<file path="src/common/rwdt_pkg.sv">
`default_nettype none
package rwdt_pkg;

  // ****************************************************************
  // Widths
  // ****************************************************************
  localparam int unsigned ADDR_W = 8;
  localparam int unsigned DATA_W = 8;
  localparam int unsigned CNT_W  = 22;

  // ****************************************************************
  // Register offsets
  // ****************************************************************
  localparam logic [7:0] OFS_MODE    = 8'h00;
  localparam logic [7:0] OFS_COMMAND = 8'h01;
  localparam logic [7:0] OFS_STATUS  = 8'h02;

  // ****************************************************************
  // Mode register fields
  // ****************************************************************
  localparam int unsigned MODE_ENABLE_BIT     = 7;
  localparam int unsigned MODE_PERIOD_LSB     = 5;
  localparam int unsigned MODE_IDLE_RUN_BIT   = 3;
  localparam int unsigned MODE_RESET_LINK_BIT = 2;

  localparam logic       RST_ENABLE     = 1'b1;
  localparam logic [1:0] RST_PERIOD     = 2'h0;
  localparam logic       RST_IDLE_RUN   = 1'b0;
  localparam logic       RST_RESET_LINK = 1'b0;

  // ****************************************************************
  // Status register fields
  // ****************************************************************
  localparam int unsigned STAT_OVF_BIT      = 0;
  localparam int unsigned STAT_COUNTING_BIT = 1;
  localparam int unsigned STAT_DISABLED_BIT = 2;

  // ****************************************************************
  // Command codes
  // ****************************************************************
  localparam logic [7:0] CMD_CLEAR   = 8'h4e;
  localparam logic [7:0] CMD_DISABLE = 8'hb1;

  // ****************************************************************
  // Overflow tap exponents
  // ****************************************************************
  localparam int unsigned TAP_EXP0 = 15;
  localparam int unsigned TAP_EXP1 = 17;
  localparam int unsigned TAP_EXP2 = 19;
  localparam int unsigned TAP_EXP3 = 21;

  // ****************************************************************
  // Internal reset timing
  // ****************************************************************
  localparam int unsigned RESET_STATES_MIN = 22;
  localparam int unsigned RESET_STATES_MAX = 29;
  localparam logic [4:0]  RESET_STATES     = 5'h18;
  localparam logic [3:0]  STATE_CLKS       = 4'h2;

  // ****************************************************************
  // Types
  // ****************************************************************
  typedef struct packed {
    logic              wr;
    logic              rd;
    logic [ADDR_W-1:0] addr;
    logic [DATA_W-1:0] wdata;
  } rwdt_bus_req_t;

  typedef struct packed {
    logic stop_mode;
    logic light_halt_mode;
    logic partial_halt_mode;
    logic bus_grant_ack;
  } rwdt_power_t;

  typedef enum logic [2:0] {
    RWDT_RUN      = 3'b001,
    RWDT_DISABLED = 3'b010,
    RWDT_RESETTING = 3'b100
  } rwdt_state_t;

  typedef struct packed {
    rwdt_state_t      st;
    logic [CNT_W-1:0] cnt;
    logic [1:0]       detect_period_sel;
    logic             wdog_enable_bit;
    logic             idle_run_bit;
    logic             reset_link_bit;
    logic             ovf_flag;
    logic             watchdog_nmi;
    logic             start_rst;
    logic [DATA_W-1:0] rdata;
  } rwdt_core_t;

  typedef struct packed {
    logic       active;
    logic       done;
    logic [3:0] pre;
    logic [4:0] states;
  } rwdt_stretch_t;

endpackage : rwdt_pkg
`default_nettype wire

</file>
<file path="src/rtl/rwdt_reset_stretch.sv">
`default_nettype none
module rwdt_reset_stretch (
  input  wire logic clk,
  input  wire logic rst,
  input  wire logic ce,
  input  wire logic start,
  output logic      active_q,
  output logic      done_q
);

  rwdt_pkg::rwdt_stretch_t s_q;
  rwdt_pkg::rwdt_stretch_t s_d;

  // ****************************************************************
  // Reset pulse of a fixed number of peripheral states
  // ****************************************************************
  always_comb begin
    s_d      = s_q;
    s_d.done = 1'b0;
    if (!s_q.active) begin
      if (start) begin
        s_d.active = 1'b1;
        s_d.pre    = 4'h0;
        s_d.states = 5'h00;
      end
    end else if (s_q.pre == rwdt_pkg::STATE_CLKS - 4'h1) begin
      s_d.pre = 4'h0;
      if (s_q.states == rwdt_pkg::RESET_STATES - 5'h01) begin
        s_d.active = 1'b0;
        s_d.done   = 1'b1;
      end else begin
        s_d.states = s_q.states + 5'h01;
      end
    end else begin
      s_d.pre = s_q.pre + 4'h1;
    end
  end

  always_ff @(posedge clk) begin
    if (rst) begin
      s_q <= '0;
    end else if (ce) begin
      s_q <= s_d;
    end
  end

  assign active_q = s_q.active;
  assign done_q   = s_q.done;

endmodule : rwdt_reset_stretch
`default_nettype wire

</file>
<file path="src/rtl/rwdt_top.sv">
// Design decisions made here: the address-and-strobe port and the address map.
`default_nettype none
// Operation
// - An overflow of the counter at the selected period raises the watchdog interrupt.
// - The watchdog interrupt is a non-maskable pulse with no mask in this block.
// - A 22-bit counter on the system clock gives overflow taps at 2^15, 2^17, 2^19 and 2^21.
// - Counting starts right after reset release with no software action.
// - Period select resets to 00, the shortest period.
// - Enable resets to 1 and the watchdog stops only on code B1 written while enable is 0.
// - Writing enable to 1 alone re-enables a disabled watchdog.
// - Code 4E written to the command register zeroes the counter and counting goes on.
// - The counter halts in light halt mode and in stop mode.
// - The counter keeps counting while the bus is released.
// - In partial halt mode the idle run bit decides whether the counter runs.
// - With the reset link bit set an overflow forces an internal reset as well as the interrupt.
// - The reset link bit resets to 0 so an overflow gives no reset by default.
// - The forced internal reset lasts a fixed count of peripheral states within 22 to 29.
module rwdt_top (
  input  wire logic                          clk,
  input  wire logic                          rst,
  input  wire logic                          ce,
  input  wire rwdt_pkg::rwdt_bus_req_t       bus_req,
  output logic [rwdt_pkg::DATA_W-1:0]        rdata_q,
  input  wire rwdt_pkg::rwdt_power_t         power,
  output logic                               watchdog_nmi_q,
  output logic                               internal_reset_q,
  output logic                               counting_q
);

  // ****************************************************************
  // State
  // ****************************************************************
  rwdt_pkg::rwdt_core_t c_q;
  rwdt_pkg::rwdt_core_t c_d;
  logic                 stretch_active;
  logic                 stretch_done;
  logic                 counting_d;
  logic                 counting_r;

  // ****************************************************************
  // Functions
  // ****************************************************************
  function automatic logic tap_reached(
    input logic [rwdt_pkg::CNT_W-1:0] cnt,
    input logic [1:0]                 sel
  );
    logic hit;
    hit = 1'b0;
    unique case (sel)
      2'h0: hit = &cnt[rwdt_pkg::TAP_EXP0-1:0];
      2'h1: hit = &cnt[rwdt_pkg::TAP_EXP1-1:0];
      2'h2: hit = &cnt[rwdt_pkg::TAP_EXP2-1:0];
      2'h3: hit = &cnt[rwdt_pkg::TAP_EXP3-1:0];
    endcase
    return hit;
  endfunction : tap_reached

  function automatic logic halted(
    input rwdt_pkg::rwdt_power_t pw,
    input logic                  idle_run
  );
    logic h;
    h = 1'b0;
    if (pw.stop_mode || pw.light_halt_mode) begin
      h = 1'b1;
    end else if (pw.partial_halt_mode && !idle_run) begin
      h = 1'b1;
    end
    // Bus grant acknowledge has no effect on counting
    return h;
  endfunction : halted

  function automatic logic [rwdt_pkg::DATA_W-1:0] mode_image(
    input rwdt_pkg::rwdt_core_t c
  );
    logic [rwdt_pkg::DATA_W-1:0] v;
    v = 8'h00;
    v[rwdt_pkg::MODE_ENABLE_BIT]                          = c.wdog_enable_bit;
    v[rwdt_pkg::MODE_PERIOD_LSB +: 2]                     = c.detect_period_sel;
    v[rwdt_pkg::MODE_IDLE_RUN_BIT]                        = c.idle_run_bit;
    v[rwdt_pkg::MODE_RESET_LINK_BIT]                      = c.reset_link_bit;
    return v;
  endfunction : mode_image

  function automatic logic [rwdt_pkg::DATA_W-1:0] status_image(
    input rwdt_pkg::rwdt_core_t c,
    input logic                 cnt_on
  );
    logic [rwdt_pkg::DATA_W-1:0] v;
    v = 8'h00;
    v[rwdt_pkg::STAT_OVF_BIT]      = c.ovf_flag;
    v[rwdt_pkg::STAT_COUNTING_BIT] = cnt_on;
    v[rwdt_pkg::STAT_DISABLED_BIT] = (c.st == rwdt_pkg::RWDT_DISABLED);
    return v;
  endfunction : status_image

  function automatic rwdt_pkg::rwdt_core_t reset_image();
    rwdt_pkg::rwdt_core_t r;
    r                   = '0;
    r.st                = rwdt_pkg::RWDT_RUN;
    r.detect_period_sel = rwdt_pkg::RST_PERIOD;
    r.wdog_enable_bit   = rwdt_pkg::RST_ENABLE;
    r.idle_run_bit      = rwdt_pkg::RST_IDLE_RUN;
    r.reset_link_bit    = rwdt_pkg::RST_RESET_LINK;
    return r;
  endfunction : reset_image

  // ****************************************************************
  // Internal reset stretcher
  // ****************************************************************
  rwdt_reset_stretch u_stretch (
    .clk      (clk),
    .rst      (rst),
    .ce       (ce),
    .start    (c_q.start_rst),
    .active_q (stretch_active),
    .done_q   (stretch_done)
  );

  // ****************************************************************
  // Next state
  // ****************************************************************
  logic wr_mode;
  logic wr_cmd;
  logic wr_stat;
  logic cmd_clear;
  logic cmd_disable;
  logic overflow;
  logic run;

  always_comb begin
    c_d              = c_q;
    c_d.watchdog_nmi = 1'b0;
    c_d.start_rst    = 1'b0;
    c_d.rdata        = 8'h00;

    wr_mode     = bus_req.wr && (bus_req.addr == rwdt_pkg::OFS_MODE);
    wr_cmd      = bus_req.wr && (bus_req.addr == rwdt_pkg::OFS_COMMAND);
    wr_stat     = bus_req.wr && (bus_req.addr == rwdt_pkg::OFS_STATUS);
    cmd_clear   = wr_cmd && (bus_req.wdata == rwdt_pkg::CMD_CLEAR);
    cmd_disable = wr_cmd && (bus_req.wdata == rwdt_pkg::CMD_DISABLE);

    run      = (c_q.st == rwdt_pkg::RWDT_RUN) && !halted(power, c_q.idle_run_bit);
    overflow = run && tap_reached(c_q.cnt, c_q.detect_period_sel);
    counting_d = 1'b0;

    unique case (c_q.st)
      rwdt_pkg::RWDT_RUN: begin
        counting_d = run;
        if (run) begin
          c_d.cnt = c_q.cnt + 22'h000001;
        end
        if (cmd_clear) begin
          c_d.cnt = '0;
        end
        if (overflow) begin
          c_d.watchdog_nmi = 1'b1;
          if (c_q.reset_link_bit) begin
            c_d.st        = rwdt_pkg::RWDT_RESETTING;
            c_d.start_rst = 1'b1;
          end
        end
        if (cmd_disable && !c_q.wdog_enable_bit && !overflow) begin
          c_d.st = rwdt_pkg::RWDT_DISABLED;
        end
      end
      rwdt_pkg::RWDT_DISABLED: begin
        if (cmd_clear) begin
          c_d.cnt = '0;
        end
        if (wr_mode && bus_req.wdata[rwdt_pkg::MODE_ENABLE_BIT]) begin
          c_d.st = rwdt_pkg::RWDT_RUN;
        end
      end
      rwdt_pkg::RWDT_RESETTING: begin
        c_d.cnt = '0;
      end
      default: begin
        c_d.st = rwdt_pkg::RWDT_RUN;
      end
    endcase

    // Register writes, ignored while the forced reset holds the block
    if (c_q.st != rwdt_pkg::RWDT_RESETTING) begin
      if (wr_mode) begin
        c_d.wdog_enable_bit   = bus_req.wdata[rwdt_pkg::MODE_ENABLE_BIT];
        c_d.detect_period_sel = bus_req.wdata[rwdt_pkg::MODE_PERIOD_LSB +: 2];
        c_d.idle_run_bit      = bus_req.wdata[rwdt_pkg::MODE_IDLE_RUN_BIT];
        c_d.reset_link_bit    = bus_req.wdata[rwdt_pkg::MODE_RESET_LINK_BIT];
      end
      if (wr_stat && bus_req.wdata[rwdt_pkg::STAT_OVF_BIT]) begin
        c_d.ovf_flag = 1'b0;
      end
    end
    // Overflow sets the flag even in the clearing cycle
    if (overflow) begin
      c_d.ovf_flag = 1'b1;
    end

    // Read data for the cycle after the strobe
    if (bus_req.rd) begin
      if (bus_req.addr == rwdt_pkg::OFS_MODE) begin
        c_d.rdata = mode_image(c_q);
      end else if (bus_req.addr == rwdt_pkg::OFS_STATUS) begin
        c_d.rdata = status_image(c_q, counting_r);
      end else begin
        c_d.rdata = 8'h00;
      end
    end

    // End of forced reset returns the block to its reset image with the overflow flag set
    if (c_q.st == rwdt_pkg::RWDT_RESETTING && stretch_done) begin
      c_d          = reset_image();
      c_d.ovf_flag = 1'b1;
    end
  end

  // ****************************************************************
  // Registers
  // ****************************************************************
  always_ff @(posedge clk) begin
    if (rst) begin
      c_q        <= reset_image();
      counting_r <= 1'b0;
    end else if (ce) begin
      c_q        <= c_d;
      counting_r <= counting_d;
    end
  end

  // ****************************************************************
  // Outputs
  // ****************************************************************
  assign rdata_q          = c_q.rdata;
  assign watchdog_nmi_q   = c_q.watchdog_nmi;
  assign internal_reset_q = stretch_active;
  assign counting_q       = counting_r;

endmodule : rwdt_top
`default_nettype wire

</file>
<file path="config.mk">
export PLATFORM = sky130hd
export DESIGN_NAME = rwdt_top
export DESIGN_NICKNAME = d
export VERILOG_FILES = /design/src/common/rwdt_pkg.sv /design/src/rtl/rwdt_reset_stretch.sv /design/src/rtl/rwdt_top.sv
export SDC_FILE = /design/constraint.sdc
export NUM_CORES = 1
export LEC_CHECK = 0
export BUFFER_PORTS_ARGS = -buffer_cell sky130_fd_sc_hd__clkbuf_2
export CORE_MARGIN = 2
export CORE_UTILIZATION = 55
export DETAILED_ROUTE_END_ITERATION = 12
export PLACE_DENSITY = 0.76
export SYNTH_ARGS = -nofsm -noshare
export SYNTH_HDL_FRONTEND = slang
export SYNTH_SLANG_ARGS = --single-unit
</file>
<file path="constraint.sdc">
create_clock -name clk -period 3.1 [get_ports clk]
set_input_delay 0.465 -clock clk [delete_from_list [all_inputs] [get_ports clk]]
set_output_delay 0.465 -clock clk [all_outputs]
set_load 0.01 [all_outputs]
</file>
==> qor.csv <==
metric;value;unit
ys.flop_type;dfxtp_1;
whs;0.434;ns
routabilityCongestion;0.835;
tightestPinTransition;0.937;ns
grt_pass1_wl;11.3;mm
wl_per_cell;14.6;um
rows;26;
crit_family;simple AND/OR/NAND/NOR gates;
ys_types;58;
p_leak;0.00115;uW
r2r_slack;0.57;ns
initial_core_util;56.9;%
synth_warnings;0;
ir_drop;265;uV
slew_violations;0;
r2r_end;c_q[19]$_SDFFE_PP0P_;
ff2ff_path_depth;5;
vias;2659;
dp.final_hpwl;4.58;mm
placed_cell_area;3060;um^2
avgViaCountPerCell;6.08;
start_kind;register;
drt_first_pass_iters;4;
tns;0;ns
ios;36;
globalRouteOverflowTotal;0;
cts_sinks;51;
async_reset_ff_share;0;%
clk_latency;0.31;ns
path_cells;nor3b_2, a21o_1, nand2_1, or4_1, a21oi_1;
final_util;62.4;%
max_cap_viol_count;0;
fin_crit;2.53;ns
slowest_delay;0.65;ns
setup_viol;0;
netlist_instances;348;
grt_max_degree;32;
drc;0;
htree_levels;2;
die_area;5880;um^2
hold_buffers;0;
grt_use_total;22.9;%
syn_to_final_growth;9.64;%
min_period_over_period;81.8;%
crit_arrival;2.77;ns
syn_area_per_cell;8.36;um^2
hold_class;input pin to register;
maxSlewHeadroom;37.2;%
path_clk_slew;0.09;ns
rsz0062_at_grt;no;
antenna_left;0;
grt_pass1_vias;2557;
cts_made_buffers;5;
syn_area;2910;um^2
dp_cells;429;
routed_wl;6.36;mm
antenna_found_initial;0;
clock_tree.root_cell;clkbuf_8;
syn_nets;378;
crit_start;c_q[40]$_SDFFE_PP0P_;
slowest_stage;or4_1;
drive_gt1_share;15.5;%
crit_end;c_q[19]$_SDFFE_PP0P_;
tritoncts;done;
fin_area;3190;um^2
ys_ff_latch;51;
max_freq;395;MHz
core;5110;um^2
drt_iter0_markers;162;
cts_setup_buffers;0;
synth-edff-count;0;
crit_path_max_fanout;27;
cp.required;3.33;ns
holdPathStages;3;
die_w;76.7;um
worstSetupPathType;register to register;
cp.depth;5;
clk_path_buf_depth;2;
outcome;complete, no violations;
critPathBufInv;0;
post_cts_resized;0;
layout.cells.non_filler;437;
layout.nets;396;
portBuffers;33;
critPathCaptureType;register;
dieHeight;76.7;um
finalClockSkew;0.00849;ns
r2r-start;c_q[40]$_SDFFE_PP0P_;
diodes;0;
synth_seq_area_share;35.1;%
power_density;401;nW/um^2
hold_viol_final;0;
worst min-delay path by stage:
stage | from | endpoint | slack (ns)
2_1_floorplan | c_q[12]$_SDFFE_PP0P_ | c_q[12]$_SDFFE_PP0P_ | 0.44
3_3_place_gp | u_stretch.s_q[1]$_SDFFE_PP0P_ | u_stretch.s_q[1]$_SDFFE_PP0P_ | 0.46
3_5_place_dp | c_q[21]$_SDFFE_PP0P_ | c_q[21]$_SDFFE_PP0P_ | 0.47
4_1_cts | bus_req[2] | c_q[11]$_SDFFE_PP0P_ | 0.43
5_1_grt | bus_req[3] | c_q[12]$_SDFFE_PP0P_ | 0.47
6_report | bus_req[2] | c_q[11]$_SDFFE_PP0P_ | 0.43
where the power goes:
group	total [uW]	switching [uW]	internal, uW
logic	77.5	51.4	26.1
registers	658	2.00	656
clock network	543	220	323
total	1280	274	1000
routing by layer:
layer	GRT usage, %	part of all wire (%)	wire length, um	up-vias
li1	-	-	-	1325
met1	30.9	46	2940	1251
met2	37.6	48	3040	75
met3	3.53	4.5	289	8
met4	7.09	1.4	87	0
met5	0	0	0	-
through the flow:
stage               worst slack, ns  power [uW]
floorplan                     0.812         719
global placement              0.554         748
detailed placement            0.557         750
CTS                           0.576        1280
global route                  0.342        1320
finish                        0.565        1280
final cells by class:
cell class              count  area [um^2]
fillers                   458         1920
flip-flops and latches     51         1020
repair buffers             36          188
inverters                   7         26.3
multi-input cells         265         1730
clock buffers               6         72.6
well taps                  70         87.6
clock inverters             2         60.1
logic make-up (layout without fill, tap and decap cells):
logic type	after synthesis	in the layout	share of synthesized area, %
AOI/OAI and AO/OA	81	81	18.7
xor gates and xnor gates	7	7	2.11
adders and majority gates	5	5	2.15
buffers and inverters	32	51	5.29
DFF	51	51	35.1
muxes	6	6	2.07
other	1	1	0.129
and+or+nand+nor	165	165	34.5
sequential cells by signal (all words and copies together), names as in the netlist:
register	count
c_q	31
watchdog_nmi_q	1
rdata_q	7
counting_q	1
u_stretch.s_q	9
u_stretch.active_q	1
u_stretch.done_q	1
synth_stat cells, drive strengths merged, types with 3 or more instances:
library cell,count,area share [%]
dfxtp,51,35
a21oi,39,6.7
nand2,27,3.5
nor2,22,2.8
nand4,19,4.3
nand3,18,3.1
nand2b,16,3.4
clkbuf,14,1.8
o31ai,12,3.1
or4,12,3.2
buf,11,2.6
nor2b,9,1.9
and4,7,2.1
inv,7,0.90
mux2i,6,2.1
xor2,6,1.8
and2,5,1.1
ha,5,2.2
nor3,5,1.2
o21ai,5,0.86
a21o,4,1.0
a221oi,4,2.2
and3,3,0.65
nand4b,3,0.90
nor3b,3,0.95
nor4,3,0.86
nor4b,3,1.3
o211ai,3,0.77
o31a,3,0.90
placed cells by master (no fill, tap or decap), types with 6 or more instances in the layout:
master,count
dfxtp_1,51
a21oi_1,39
clkbuf_2,33
nand2_1,27
nor2_1,22
nand4_1,18
nand3_1,18
nand2b_1,16
o31ai_1,12
or4_1,11
nor2b_1,9
and4_1,7
inv_1,7
xor2_1,6
mux2i_1,6
worst register-to-register path: cells and delay by family (launching register included):
family           cells  cell delay [ns]
AND/OR/NAND/NOR      3             1.56
flip-flops           1             0.52
AO/OA/AOI/OAI        2             0.39
No activity file was read; power rests on OpenSTA's default activity.
